==> src/common/hbtr_cfg.svh <==
// Constants of the host bridge tuning register bank: offsets, fields, reset values, timing.
// Assumes a 125 MHz host clock and word-indexed register placement on AHB-Lite.
//
// Summary of operation
// Enabled fast reset decodes I/O write to port 64h with data 1111xxx0b.
// Processor reset waits 2 us (latency bit 0) or 6 us (bit 1) after command.
// Processor reset then stays asserted for exactly 25 host clocks.
// Slow refresh bit set gives refresh at one quarter of normal rate.
// Write push to column strobe delay is two clocks (bit 0) or one (bit 1).
// De-turbo holds processor 4 us, or 8 us of every 12 us when bit set.
// De-turbo switch disabled means always turbo; enabled honours the switch input.
// Local memory decode result sampled three clocks after address strobe, or two.
// Posted write returns burst ready one clock after miss decision if buffer not full.
// Posted double-word writes complete every 5 clocks, or 4 with fast decode.
// Posted quad-word write takes 8 clocks, or 7 with fast decode.
// Refresh continues while processor is held only when enable bit is set.
// Column strobe pulse in PCI master writes lasts one clock, or two.
// After buffer leaves full, burst ready comes after one clock, or two.
// Cache write enable synchronised to auxiliary clock (bit 0) or host clock (bit 1).
// Memory parity error detection active when bit is 0, suppressed when 1.
// PCI clock field: 00 host/2, 01 host/1.5, 11 14 MHz, 10 reserved.
// PCI master burst address range limited to 512 bytes, or 1 KB.
// Drive bit pairs with second bit: 00 8mA, 10 4mA, 01 12mA, 11 8mA.
// Every configuration bit reads back the value last written.
`ifndef HBTR_CFG_SVH
`define HBTR_CFG_SVH

// ---------------------------------------------------------------
// Register indices (byte address is four times the index)
// ---------------------------------------------------------------
`define HBTR_IDX_RRT 8'h5b
`define HBTR_IDX_BLC 8'h5c
`define HBTR_IDX_PCI 8'h5d
`define HBTR_RST_RRT 8'h00
`define HBTR_RST_BLC 8'h00
`define HBTR_RST_PCI 8'h00
`define HBTR_RRT_MASK 8'h7f

// ---------------------------------------------------------------
// Field positions
// ---------------------------------------------------------------
`define HBTR_RRT_FR_EN 6
`define HBTR_RRT_FR_LAT 5
`define HBTR_RRT_SLOW_REF 4
`define HBTR_RRT_PUSH_DLY 3
`define HBTR_RRT_DT_HOLD 2
`define HBTR_RRT_DT_EN 1
`define HBTR_RRT_DRV0 0
`define HBTR_BLC_DEC_LAT 7
`define HBTR_BLC_REF_HOLD 6
`define HBTR_BLC_SNOOP 5
`define HBTR_BLC_CAS_W 4
`define HBTR_BLC_FULL_LAT 3
`define HBTR_BLC_KWE_SEL 2
`define HBTR_BLC_TAG7 1
`define HBTR_BLC_PAR_DIS 0
`define HBTR_PCI_CLK_HI 7
`define HBTR_PCI_CLK_LO 6
`define HBTR_PCI_BURST 5

// ---------------------------------------------------------------
// Timing
// ---------------------------------------------------------------
`define HBTR_CLK_PERIOD_NS 8
`define HBTR_FR_SHORT_NS 2000
`define HBTR_FR_LONG_NS 6000
`define HBTR_FR_HOLD_CYC 25
`define HBTR_DT_SHORT_NS 4000
`define HBTR_DT_LONG_NS 8000
`define HBTR_DT_PERIOD_NS 12000
`define HBTR_NS2CYC(ns) (((ns) + `HBTR_CLK_PERIOD_NS - 1) / `HBTR_CLK_PERIOD_NS)
`define HBTR_REF_CYC 1950
`define HBTR_SLOW_FACTOR 4
`define HBTR_FR_PORT 16'h0064
`define HBTR_FR_DATA_HI 4'hf

`endif

==> src/common/hbtr_pkg.sv <==
// Types of the host bridge tuning register bank.
// Assumes hbtr_cfg.svh for all numeric constants.
package hbtr_pkg;

   // I/O write snooped from the host bus
   typedef struct packed {
      logic valid;
      logic [15:0] addr;
      logic [7:0] data;
   } hbtr_io_wr_t;

   // Settings presented to the memory, cache and PCI engines
   typedef struct packed {
      logic [1:0] cas_push_dly;
      logic [1:0] cas_pulse_w;
      logic kwe_host_sync;
      logic tag7;
      logic snoop_en;
      logic [1:0] pci_clk_sel;
      logic [10:0] burst_range;
      logic [3:0] cas_drive_ma;
   } hbtr_settings_t;

   typedef enum logic [2:0] {
      FR_IDLE = 3'b001,
      FR_WAIT = 3'b010,
      FR_HOLD = 3'b100
   } hbtr_fr_state_t;

   typedef enum logic [3:0] {
      PW_IDLE = 4'b0001,
      PW_DECODE = 4'b0010,
      PW_FULL = 4'b0100,
      PW_LAT = 4'b1000
   } hbtr_pw_state_t;

endpackage

==> src/verilog/hbtr_regs.sv <==
// Host bridge tuning registers with the small engines they steer.
// Assumes one AHB-Lite master, host bus signals on sys_clk_i, de-turbo switch asynchronous.
`timescale 1ns/10ps
`include "hbtr_cfg.svh"

module hbtr_regs #(
   parameter int REF_CYCLES = `HBTR_REF_CYC
) (
   input wire logic sys_clk_i,
   input wire logic nrst_i,
   input wire logic hsel_i,
   input wire logic [31:0] haddr_i,
   input wire logic [1:0] htrans_i,
   input wire logic hwrite_i,
   input wire logic [2:0] hsize_i,
   input wire logic [31:0] hwdata_i,
   input wire logic hready_i,
   output logic hreadyout_o,
   output logic hresp_o,
   output logic [31:0] hrdata_o,
   input wire hbtr_pkg::hbtr_io_wr_t io_wr_i,
   input wire logic address_strobe_n_i,
   input wire logic local_hit_i,
   input wire logic cpu_write_i,
   input wire logic post_buf_full_i,
   input wire logic cpu_held_i,
   input wire logic deturbo_switch_i,
   input wire logic parity_err_i,
   input wire logic cas_drive_bit1_i,
   output logic processor_reset_out_o,
   output logic burst_ready_n_o,
   output logic refresh_req_o,
   output logic throttle_hold_o,
   output logic parity_err_o,
   output hbtr_pkg::hbtr_settings_t settings_o
);
   import hbtr_pkg::*;

   localparam int FR_SHORT = `HBTR_NS2CYC(`HBTR_FR_SHORT_NS);
   localparam int FR_LONG = `HBTR_NS2CYC(`HBTR_FR_LONG_NS);
   localparam int DT_SHORT = `HBTR_NS2CYC(`HBTR_DT_SHORT_NS);
   localparam int DT_LONG = `HBTR_NS2CYC(`HBTR_DT_LONG_NS);
   localparam int DT_PERIOD = `HBTR_NS2CYC(`HBTR_DT_PERIOD_NS);

   typedef struct packed {
      logic [7:0] rrt;
      logic [7:0] blc;
      logic [7:0] pci;
      logic wr_pend;
      logic [7:0] wr_idx;
      logic [31:0] rdata;
      logic ready;
      hbtr_fr_state_t fr_st;
      logic [9:0] fr_cnt;
      logic rst_out;
      hbtr_pw_state_t pw_st;
      logic [1:0] pw_cnt;
      logic burst_ready_n_n;
      logic [15:0] ref_cnt;
      logic ref_req;
      logic [2:0] sw_sync;
      logic sw_stable;
      logic [10:0] dt_cnt;
      logic dt_hold;
      logic par_err;
      hbtr_settings_t set;
   } hbtr_state_t;

   hbtr_state_t st_reg;
   hbtr_state_t st_next;

   // ---------------------------------------------------------------
   // Helpers
   // ---------------------------------------------------------------
   function automatic logic [7:0] read_reg(input logic [7:0] idx, input hbtr_state_t s);
      logic [7:0] v;
      v = 8'h00;
      unique case (idx)
         `HBTR_IDX_RRT: v = s.rrt;
         `HBTR_IDX_BLC: v = s.blc;
         `HBTR_IDX_PCI: v = s.pci;
         default: v = 8'h00;
      endcase
      return v;
   endfunction

   function automatic logic [1:0] pick2(input logic sel, input logic [1:0] a,
                                        input logic [1:0] b);
      return sel ? b : a;
   endfunction

   function automatic logic [3:0] drive_ma(input logic b0, input logic b1);
      logic [3:0] ma;
      ma = 4'h8;
      unique case ({b0, b1})
         2'b00: ma = 4'h8;
         2'b10: ma = 4'h4;
         2'b01: ma = 4'hc;
         2'b11: ma = 4'h8;
      endcase
      return ma;
   endfunction

   logic addr_ok;
   logic fr_cmd;
   logic [1:0] dec_lat;

   always_comb begin
      st_next = st_reg;
      addr_ok = hsel_i && htrans_i[1] && hready_i;
      dec_lat = pick2(st_reg.blc[`HBTR_BLC_DEC_LAT], 2'd3, 2'd2);

      // ---------------------------------------------------------------
      // AHB-Lite slave, zero wait states, always OKAY
      // ---------------------------------------------------------------
      // Writes land at the end of the data phase; reads are staged from the address phase
      st_next.ready = 1'b1;
      st_next.wr_pend = 1'b0;
      if (st_reg.wr_pend) begin
         unique case (st_reg.wr_idx)
            `HBTR_IDX_RRT: st_next.rrt = hwdata_i[7:0] & `HBTR_RRT_MASK;
            `HBTR_IDX_BLC: st_next.blc = hwdata_i[7:0];
            `HBTR_IDX_PCI: st_next.pci = hwdata_i[7:0];
            default: st_next.blc = st_reg.blc;
         endcase
      end
      if (addr_ok) begin
         st_next.wr_pend = hwrite_i && (haddr_i[31:10] == 22'h0) && (haddr_i[1:0] == 2'b00);
         st_next.wr_idx = haddr_i[9:2];
         // Read of a just-written register sees the stored value one cycle late, so bypass
         if (!hwrite_i && haddr_i[31:10] == 22'h0 && haddr_i[1:0] == 2'b00) begin
            if (st_reg.wr_pend && st_reg.wr_idx == haddr_i[9:2]) begin
               st_next.rdata = {24'h0, read_reg(haddr_i[9:2], st_next)};
            end else begin
               st_next.rdata = {24'h0, read_reg(haddr_i[9:2], st_reg)};
            end
         end else begin
            st_next.rdata = 32'h0;
         end
      end

      // ---------------------------------------------------------------
      // Fast reset emulation
      // ---------------------------------------------------------------
      fr_cmd = st_reg.rrt[`HBTR_RRT_FR_EN] && io_wr_i.valid &&
               io_wr_i.addr == `HBTR_FR_PORT &&
               io_wr_i.data[7:4] == `HBTR_FR_DATA_HI && !io_wr_i.data[0];
      unique case (st_reg.fr_st)
         FR_IDLE: begin
            st_next.rst_out = 1'b0;
            if (fr_cmd) begin
               st_next.fr_st = FR_WAIT;
               st_next.fr_cnt = st_reg.rrt[`HBTR_RRT_FR_LAT] ? 10'(FR_LONG - 1)
                                                            : 10'(FR_SHORT - 1);
            end
         end
         FR_WAIT: begin
            if (st_reg.fr_cnt == 10'd0) begin
               st_next.fr_st = FR_HOLD;
               st_next.rst_out = 1'b1;
               st_next.fr_cnt = 10'(`HBTR_FR_HOLD_CYC - 1);
            end else begin
               st_next.fr_cnt = st_reg.fr_cnt - 10'd1;
            end
         end
         FR_HOLD: begin
            if (st_reg.fr_cnt == 10'd0) begin
               st_next.fr_st = FR_IDLE;
               st_next.rst_out = 1'b0;
            end else begin
               st_next.fr_cnt = st_reg.fr_cnt - 10'd1;
            end
         end
      endcase

      // ---------------------------------------------------------------
      // Posted processor-to-PCI write burst ready
      // ---------------------------------------------------------------
      // The decode point alone sets the posted rates: 5T/4T per dword, 8T/7T per qword
      st_next.burst_ready_n_n = 1'b1;
      unique case (st_reg.pw_st)
         PW_IDLE: begin
            if (!address_strobe_n_i) begin
               st_next.pw_st = PW_DECODE;
               st_next.pw_cnt = 2'd1;
            end
         end
         PW_DECODE: begin
            if (st_reg.pw_cnt == dec_lat) begin
               if (local_hit_i || !cpu_write_i) begin
                  st_next.pw_st = PW_IDLE;
               end else if (!post_buf_full_i) begin
                  st_next.burst_ready_n_n = 1'b0;
                  st_next.pw_st = PW_IDLE;
               end else begin
                  st_next.pw_st = PW_FULL;
               end
            end else begin
               st_next.pw_cnt = st_reg.pw_cnt + 2'd1;
            end
         end
         PW_FULL: begin
            if (!post_buf_full_i) begin
               if (st_reg.blc[`HBTR_BLC_FULL_LAT]) begin
                  st_next.pw_st = PW_LAT;
               end else begin
                  st_next.burst_ready_n_n = 1'b0;
                  st_next.pw_st = PW_IDLE;
               end
            end
         end
         PW_LAT: begin
            st_next.burst_ready_n_n = 1'b0;
            st_next.pw_st = PW_IDLE;
         end
      endcase

      // ---------------------------------------------------------------
      // De-turbo throttle
      // ---------------------------------------------------------------
      // Only the last two stages are compared, so a single-cycle glitch on the pin never reaches the counter
      st_next.sw_sync = {st_reg.sw_sync[1:0], deturbo_switch_i};
      if (st_reg.sw_sync[1] == st_reg.sw_sync[2]) begin
         st_next.sw_stable = st_reg.sw_sync[2];
      end
      if (st_reg.rrt[`HBTR_RRT_DT_EN] && st_reg.sw_stable) begin
         st_next.dt_cnt = (st_reg.dt_cnt == 11'(DT_PERIOD - 1)) ? 11'd0
                                                                 : st_reg.dt_cnt + 11'd1;
         st_next.dt_hold = st_reg.rrt[`HBTR_RRT_DT_HOLD] ? (st_next.dt_cnt < 11'(DT_LONG))
                                                        : (st_next.dt_cnt < 11'(DT_SHORT));

      end else begin
         st_next.dt_cnt = 11'd0;
         st_next.dt_hold = 1'b0;
      end

      // ---------------------------------------------------------------
      // Refresh timer
      // ---------------------------------------------------------------
      // A refresh slot missed during hold is dropped, not queued
      st_next.ref_req = 1'b0;
      if (st_reg.ref_cnt >= (st_reg.rrt[`HBTR_RRT_SLOW_REF]
                             ? 16'(REF_CYCLES * `HBTR_SLOW_FACTOR - 1)
                             : 16'(REF_CYCLES - 1))) begin
         st_next.ref_cnt = 16'd0;
         st_next.ref_req = !(cpu_held_i || st_reg.dt_hold) ||
                           st_reg.blc[`HBTR_BLC_REF_HOLD];
      end else begin
         st_next.ref_cnt = st_reg.ref_cnt + 16'd1;
      end

      // ---------------------------------------------------------------
      // Parity and settings
      // ---------------------------------------------------------------
      st_next.par_err = parity_err_i && !st_reg.blc[`HBTR_BLC_PAR_DIS];
      st_next.set.cas_push_dly = pick2(st_reg.rrt[`HBTR_RRT_PUSH_DLY], 2'd2, 2'd1);
      st_next.set.cas_pulse_w = pick2(st_reg.blc[`HBTR_BLC_CAS_W], 2'd1, 2'd2);
      st_next.set.kwe_host_sync = st_reg.blc[`HBTR_BLC_KWE_SEL];
      st_next.set.tag7 = st_reg.blc[`HBTR_BLC_TAG7];
      st_next.set.snoop_en = st_reg.blc[`HBTR_BLC_SNOOP];
      // Reserved code 10 falls back to host/2 so the PCI clock never stops
      st_next.set.pci_clk_sel = (st_reg.pci[7:6] == 2'b10) ? 2'b00 : st_reg.pci[7:6];
      st_next.set.burst_range = st_reg.pci[`HBTR_PCI_BURST] ? 11'd1024 : 11'd512;
      st_next.set.cas_drive_ma = drive_ma(st_reg.rrt[`HBTR_RRT_DRV0], cas_drive_bit1_i);
   end

   always_ff @(posedge sys_clk_i or negedge nrst_i) begin
      if (!nrst_i) begin
         st_reg <= '0;
         st_reg.rrt <= `HBTR_RST_RRT;
         st_reg.blc <= `HBTR_RST_BLC;
         st_reg.pci <= `HBTR_RST_PCI;
         st_reg.ready <= 1'b1;
         st_reg.fr_st <= FR_IDLE;
         st_reg.pw_st <= PW_IDLE;
         st_reg.burst_ready_n_n <= 1'b1;
         st_reg.set.cas_push_dly <= 2'd2;
         st_reg.set.cas_pulse_w <= 2'd1;
         st_reg.set.burst_range <= 11'd512;
         st_reg.set.cas_drive_ma <= 4'h8;
      end else begin
         st_reg <= st_next;
      end
   end

   // ---------------------------------------------------------------
   // Outputs
   // ---------------------------------------------------------------
   assign hreadyout_o = st_reg.ready;
   assign hresp_o = 1'b0;
   assign hrdata_o = st_reg.rdata;
   assign processor_reset_out_o = st_reg.rst_out;
   assign burst_ready_n_o = st_reg.burst_ready_n_n;
   assign refresh_req_o = st_reg.ref_req;
   assign throttle_hold_o = st_reg.dt_hold;
   assign parity_err_o = st_reg.par_err;
   assign settings_o = st_reg.set;

endmodule
==> config.mk <==
export PLATFORM = sky130hd
export DESIGN_NAME = hbtr_regs
export DESIGN_NICKNAME = d
export VERILOG_FILES = /design/src/common/hbtr_pkg.sv /design/src/verilog/hbtr_regs.sv
export VERILOG_INCLUDE_DIRS = /design/src /design/src/common
export SDC_FILE = /design/constraint.sdc
export NUM_CORES = 1
export LEC_CHECK = 0
export ABC_AREA = 1
export BUFFER_PORTS_ARGS = -buffer_cell sky130_fd_sc_hd__buf_2
export CORE_UTILIZATION = 58
export CTS_CLUSTER_SIZE = 25
export DETAILED_ROUTE_END_ITERATION = 10
export HOLD_SLACK_MARGIN = 0.12
export MAX_ROUTING_LAYER = met4
export PLACE_DENSITY = 0.87
export SLEW_MARGIN = 20
export SYNTH_ARGS = -nofsm -noshare
export SYNTH_HDL_FRONTEND = slang
export SYNTH_SLANG_ARGS = --single-unit
==> constraint.sdc <==
create_clock -name sys_clk_i -period 3.8 [get_ports sys_clk_i]
set_input_delay 1.14 -clock sys_clk_i [delete_from_list [all_inputs] [get_ports sys_clk_i]]
set_output_delay 1.14 -clock sys_clk_i [all_outputs]
set_load 0.05 [all_outputs]
== Yosys cells after proc, flatten, opt, wreduce, memory -nomap -nowiden ==
Cells that the tools add are included.
Word-level totals
  bits in registers: 144
  word-level logic and storage cells: 142
  bits of input ports: 107
  output and inout bits: 63
Cells by class
  eq/ne operators: 31
  magnitude comparators: 3
  mux-type cells: 45
  reductions and logical operators: 32
  add/sub/neg operators: 4
Operator list (number)
  $eq 8x7->1 const B: 6
  $pmux 8 s3: 2
  $pmux 14 s3: 1
  $mux 41: 1
  $mux 32: 1
  $mux 8: 4
  $mux 10: 3
  $mux 13: 2
  $mux 24: 1
  $logic_not 22->1: 1
  $mux 11: 2
  $add 16x1->16 const B: 1
  $eq 16x7->1 const B: 1
  $ge 16x13->1: 1
  $mux 16: 1
  $mux 4: 4
  $ne 2x2->1 const B: 8
  $pmux 4 s4: 1
  $logic_and 1x1->1: 13
  $mux 12: 1
  $pmux 4 s3: 1
  $add 11x1->11 const B: 1
  $eq 11x11->1 const B: 1
  $lt 11x10->1 const B: 1
  other kinds (29): 56

== Depth between registers and ports, before layout ==
  word-level depth: 7
  depth in mapped cells: 12
  mapped depth without buffers: 12

== Worst setup path after synthesis ==
OpenSTA, ideal clock, no wires.
  path type: input -> register
  start: input port io_wr_i[21] (netlist name)
  end: register st_reg[69] (netlist name)
  arrival time: 2.096 ns
  stages: 8
  required time: 3.683 ns
  setup slack: 1.587 ns
  library setup time: 0.117 ns
  path buffers: 1
  cells stage by stage: or2_2 > nor3_1 > nand3_1 > nand2_1 > nand2_4 > buf_8 > nand2_1 > nand2_1
On the way
  longest elaborated chain between the ends: 6
RTL lines
  start: declaration: RTL line hbtr_regs.sv:21  | input wire hbtr_pkg::hbtr_io_wr_t io_wr_i,
  $eq 16x7->1 (no line)
  $logic_and 1x1->1 (no line) (2 in a row)
  $logic_and 1x1->1: RTL line hbtr_regs.sv:145  | fr_cmd = st_reg.rrt[`HBTR_RRT_FR_EN] && io_wr_i.valid &&
  $ne 2x2->1 (no line)
  $reduce_and 2->1 (no line)
  end signal: assignment: RTL line hbtr_regs.sv:282  | st_reg <= st_next;
  end: declaration: RTL line hbtr_regs.sv:69  | hbtr_state_t st_reg;
Every way passes these cells.
A chain may end at the register's enable or synchronous reset.

== Worst setup path after layout ==
  start: input port haddr_i[4]
  end: register st_reg, in the netlist hrdata_o[4]
On the way
  longest elaborated chain between the ends: 4
  elaborated cells on any way between the ends: 9
  classes of those cells: eq/ne (4); mux (4); reduce/logical (1)
RTL lines
  start: declaration: RTL line hbtr_regs.sv:12  | input wire logic [31:0] haddr_i,
  $eq 8x7->1 or $eq 8x8->1 (tied branches): RTL line hbtr_regs.sv:78, hbtr_regs.sv:132
  $pmux 8 s3 or $logic_and 1x1->1 (tied branches): RTL line hbtr_regs.sv:78, hbtr_regs.sv:132
  $mux 8 (*): RTL line hbtr_regs.sv:132  | if (st_reg.wr_pend && st_reg.wr_idx == haddr_i[9:2]) begin
  $mux 32 (*): RTL line hbtr_regs.sv:131  | if (!hwrite_i && haddr_i[31:10] == 22'h0 && haddr_i[1:0] == 2'b00) begin
Mark *: on every way between the ends. The rest lies on a longest branch, timed or not.

==> out/qor.csv <==
stage,metric,value,unit
layout,final_util,0.646,
run,cap_violations,0,
global_route,track_usage,0.251,
pwr,leakage,0.00365,uW
worst_setup_path,worst_ep_arrival_time,2660,ps
global_route,grt-ovfl-total,0,
layout,ff_latch_area,2740,um^2
clock_network,ctsHoldBuffers,0,
drt,ant_nets,0,
placement,dpl.hpwl,9.88,mm
die,io_pins,170,
layout,drive_above_1_share,0.170,
logic_synthesis,ys_ff_latch,109,
drt,drt-vias-per-instance,5.15,
logic_synthesis,ys_types,48,
sta,timing.final.crit_share,0.614,
sta,slew_viol_final,0,
die,die_w,107,um
run_status,status,"complete, no violations",
worst_setup_path,path_delay_family,simple AND/OR/NAND/NOR gates,
layout,area_delta_synth_final,8.57,%
global_route,grt_max_degree,56,
logic_synthesis,yosys_warnings,0,
clock_network,cts_buffers,9,
logic_synthesis,synth_area_per_cell,7.84,um^2
die,start_util,0.595,
drt,drt-total-wl,13.2,mm
die,fp.coreArea,10800,um^2
layout,nNetsFinal,1027,
drt,wl_per_cell,12.5,um
layout,largest_reg_flops,78,
layout,num_antenna_cells,0,
pwr,ir_drop,0.280,mV
global_route,grt_pass1_wl,22.3,mm
clock_network,cts_tree,built,
placement,port_buffers,101,
sta,clock_skew,17.3,ps
worst_setup_path,cpMaxStageDelayCell,nor2_1,
sta,setup_tns,0,ps
die,die_h,107,um
worst_setup_path,cp_data_required_time,4130,ps
layout,fillers,942,
drt,drtPass1Iterations,5,
logic_synthesis,ys.flop_type,dfrtp_1,
placement,gp_congestion,0.908,
die,rows,38,
worst_setup_path,cp_slowest_stage_delay,620,ps
worst_setup_path,path_cells,buf_2 > inv_1 > nand4_1 > nor2_1 > nand3_1 > nand3_1 > nand3_1 > nand2_1,
sta,max-slew-margin-rel,0.485,
drt,drt-initial-drc-count,374,
clock_network,cts_resized,0,
sta,fin_ws,1470,ps
clock_network,root_buffer,clkbuf_8,
hold_path,hold_path.class,reg2reg,
logic_synthesis,syn_inst,823,
logic_synthesis,synth_area,6450,um^2
sta,final_hold_viol_count,0,
global_route,first_global_vias,5046,
clock_network,clock-sinks,109,
layout,multi_input_area,2950,um^2
worst_setup_path,cp-start-kind,input port,
clock_network,cts_buffer_depth,2,
placement,dp_slack,1140,ps
sta,period_needed,2330,ps
die,dieArea,11500,um^2
clock_network,postCtsSetupBuffers,0,
global_route,antenna_found_initial,0,
drt,route.detailed.drc,0,
clock_network,htreeDepth,3,
sta,rsz0062_at_grt,false,
pwr,p_per_area,341,nW/um^2
drt,vias,5413,
clock_network,clk_pin_slew,100,ps
logic_synthesis,async_reset_ff_frac,1.00,
worst_setup_path,cp_max_fo,8,
sta,final-setup-viol-count,0,
clock_network,clk_latency,390,ps
worst_setup_path,crit_top_cell,nand3_1,
logic_synthesis,synth_edf_count,0,
sta,tightest_slew,769,ps
worst_setup_path,critPathCaptureType,flop,
worst_setup_path,cp_num_buf_inv,2,
worst_setup_path,crit_type,in2reg,
sta,fmax,0.429,GHz
logic_synthesis,yosysSeqAreaShare,0.424,
worst paths after layout:
kind / from / endpoint / slack [ps] / cells after the start
setup / recovery: haddr_i[4] / hrdata_o[4] / 1470 / 8
hold / removal: st_next[39] / st_next[40] / 370 / 0
setup reg to reg: st_reg[141] / st_reg[55] / 1790 / 9
hold reg to reg: st_next[39] / st_next[40] / 370 / 0
max in group asynchronous: nrst_i / settings_o[23] / 2230 / 2
min in group asynchronous: nrst_i / st_reg[49] / 790 / 1
cell type report:
cell class,count,share of cell area
multi-input combinational,579,0.422
sequential,109,0.391
timing repair buffer,103,0.0765
inverter,105,0.0564
tap,140,0.0250
clock buffer,11,0.0202
clock inverter,5,0.00965
kinds of logic (layout without fill, tap and decap cells):
kind of cell / Yosys count / count (layout) / share of synthesized area
and+or+nand+nor: 453 / 453 / 0.331
buffers and inverters: 172 / 224 / 0.140
DFF: 109 / 109 / 0.424
AOI/OAI and AO/OA: 50 / 50 / 0.0462
xor gates and xnor gates: 23 / 23 / 0.0312
adders and majority gates: 14 / 14 / 0.0268
other: 2 / 39 / 0.00116
metal layers:
layer / part of all wire / track usage / vias to the layer above
met5: 0 / - / -
met4: 0.021 / 0.0832 / 0
met3: 0.060 / 0.0436 / 27
met2: 0.47 / 0.419 / 186
met1: 0.45 / 0.312 / 2482
li1: - / - / 2718
where the power goes:
| group | internal (uW) | switching [uW] | total [uW] |
|---|---|---|---|
| Sequential | 1210 | 34.8 | 1250 |
| Combinational | 107 | 292 | 399 |
| Clock | 334 | 412 | 746 |
synth_stat cells, types with 2 or more instances:
cell type	number	area, um^2
a21oi_1	14	70.1
a31oi_1	2	12.5
and2_1	22	138
buf_2	2	10.0
buf_4	58	435
buf_6	3	33.8
clkbuf_1	3	11.3
clkinv_1	2	7.51
conb_1	2	7.51
dfrtp_1	102	2550
dfstp_2	7	184
ha_1	13	163
inv_1	102	383
nand2_1	186	698
nand2_2	4	25.0
nand3_1	75	375
nand3_4	3	52.6
nand3b_1	3	22.5
nand4_1	37	231
nor2_1	81	304
nor2_2	3	18.8
nor3_1	22	110
nor3_4	2	32.5
o211ai_1	2	15.0
o21a_1	2	15.0
o21ai_0	19	95.1
o21ai_2	5	43.8
or2_2	6	37.5
xnor2_1	8	70.1
xor2_1	15	131
placed cells by master, fill, tap and decap left out, drive strengths merged, types with 2 or more instances in the layout:
cell    count
dfstp       7
and2       23
o21ai      24
ha         13
dfrtp     102
nand3      79
nand4      37
nor2       86
o211ai      2
xor2       15
clkbuf     11
or2         7
nand3b      3
xnor2       8
o21a        2
a31oi       2
nand2     191
nor3       25
clkinv      4
inv       105
buf       103
conb       39
a21oi      14
metrics by stage:
step	cells	hold WS, ps	cell area [um^2]	total power [uW]
2_1_floorplan	860	331	6590	1580
4_1_cts	1052	375	7000	2410
6_report	1052	369	7000	2390
3_5_place_dp	1036	351	6800	1670
5_1_grt	1052	389	7000	2500
3_3_place_gp	1036	333	6800	1660
worst register-to-register path: stages, from the launching register on:
cell and delay [ps]:
dfrtp_1 450, inv_1 200, ha_1 270, nand2_1 70
inv_1 50, a221oi_1 250, nand2_1 80, nand2_1 80
nand2_1 300, nor2_1 200
Power figures use the tool's default switching activity.
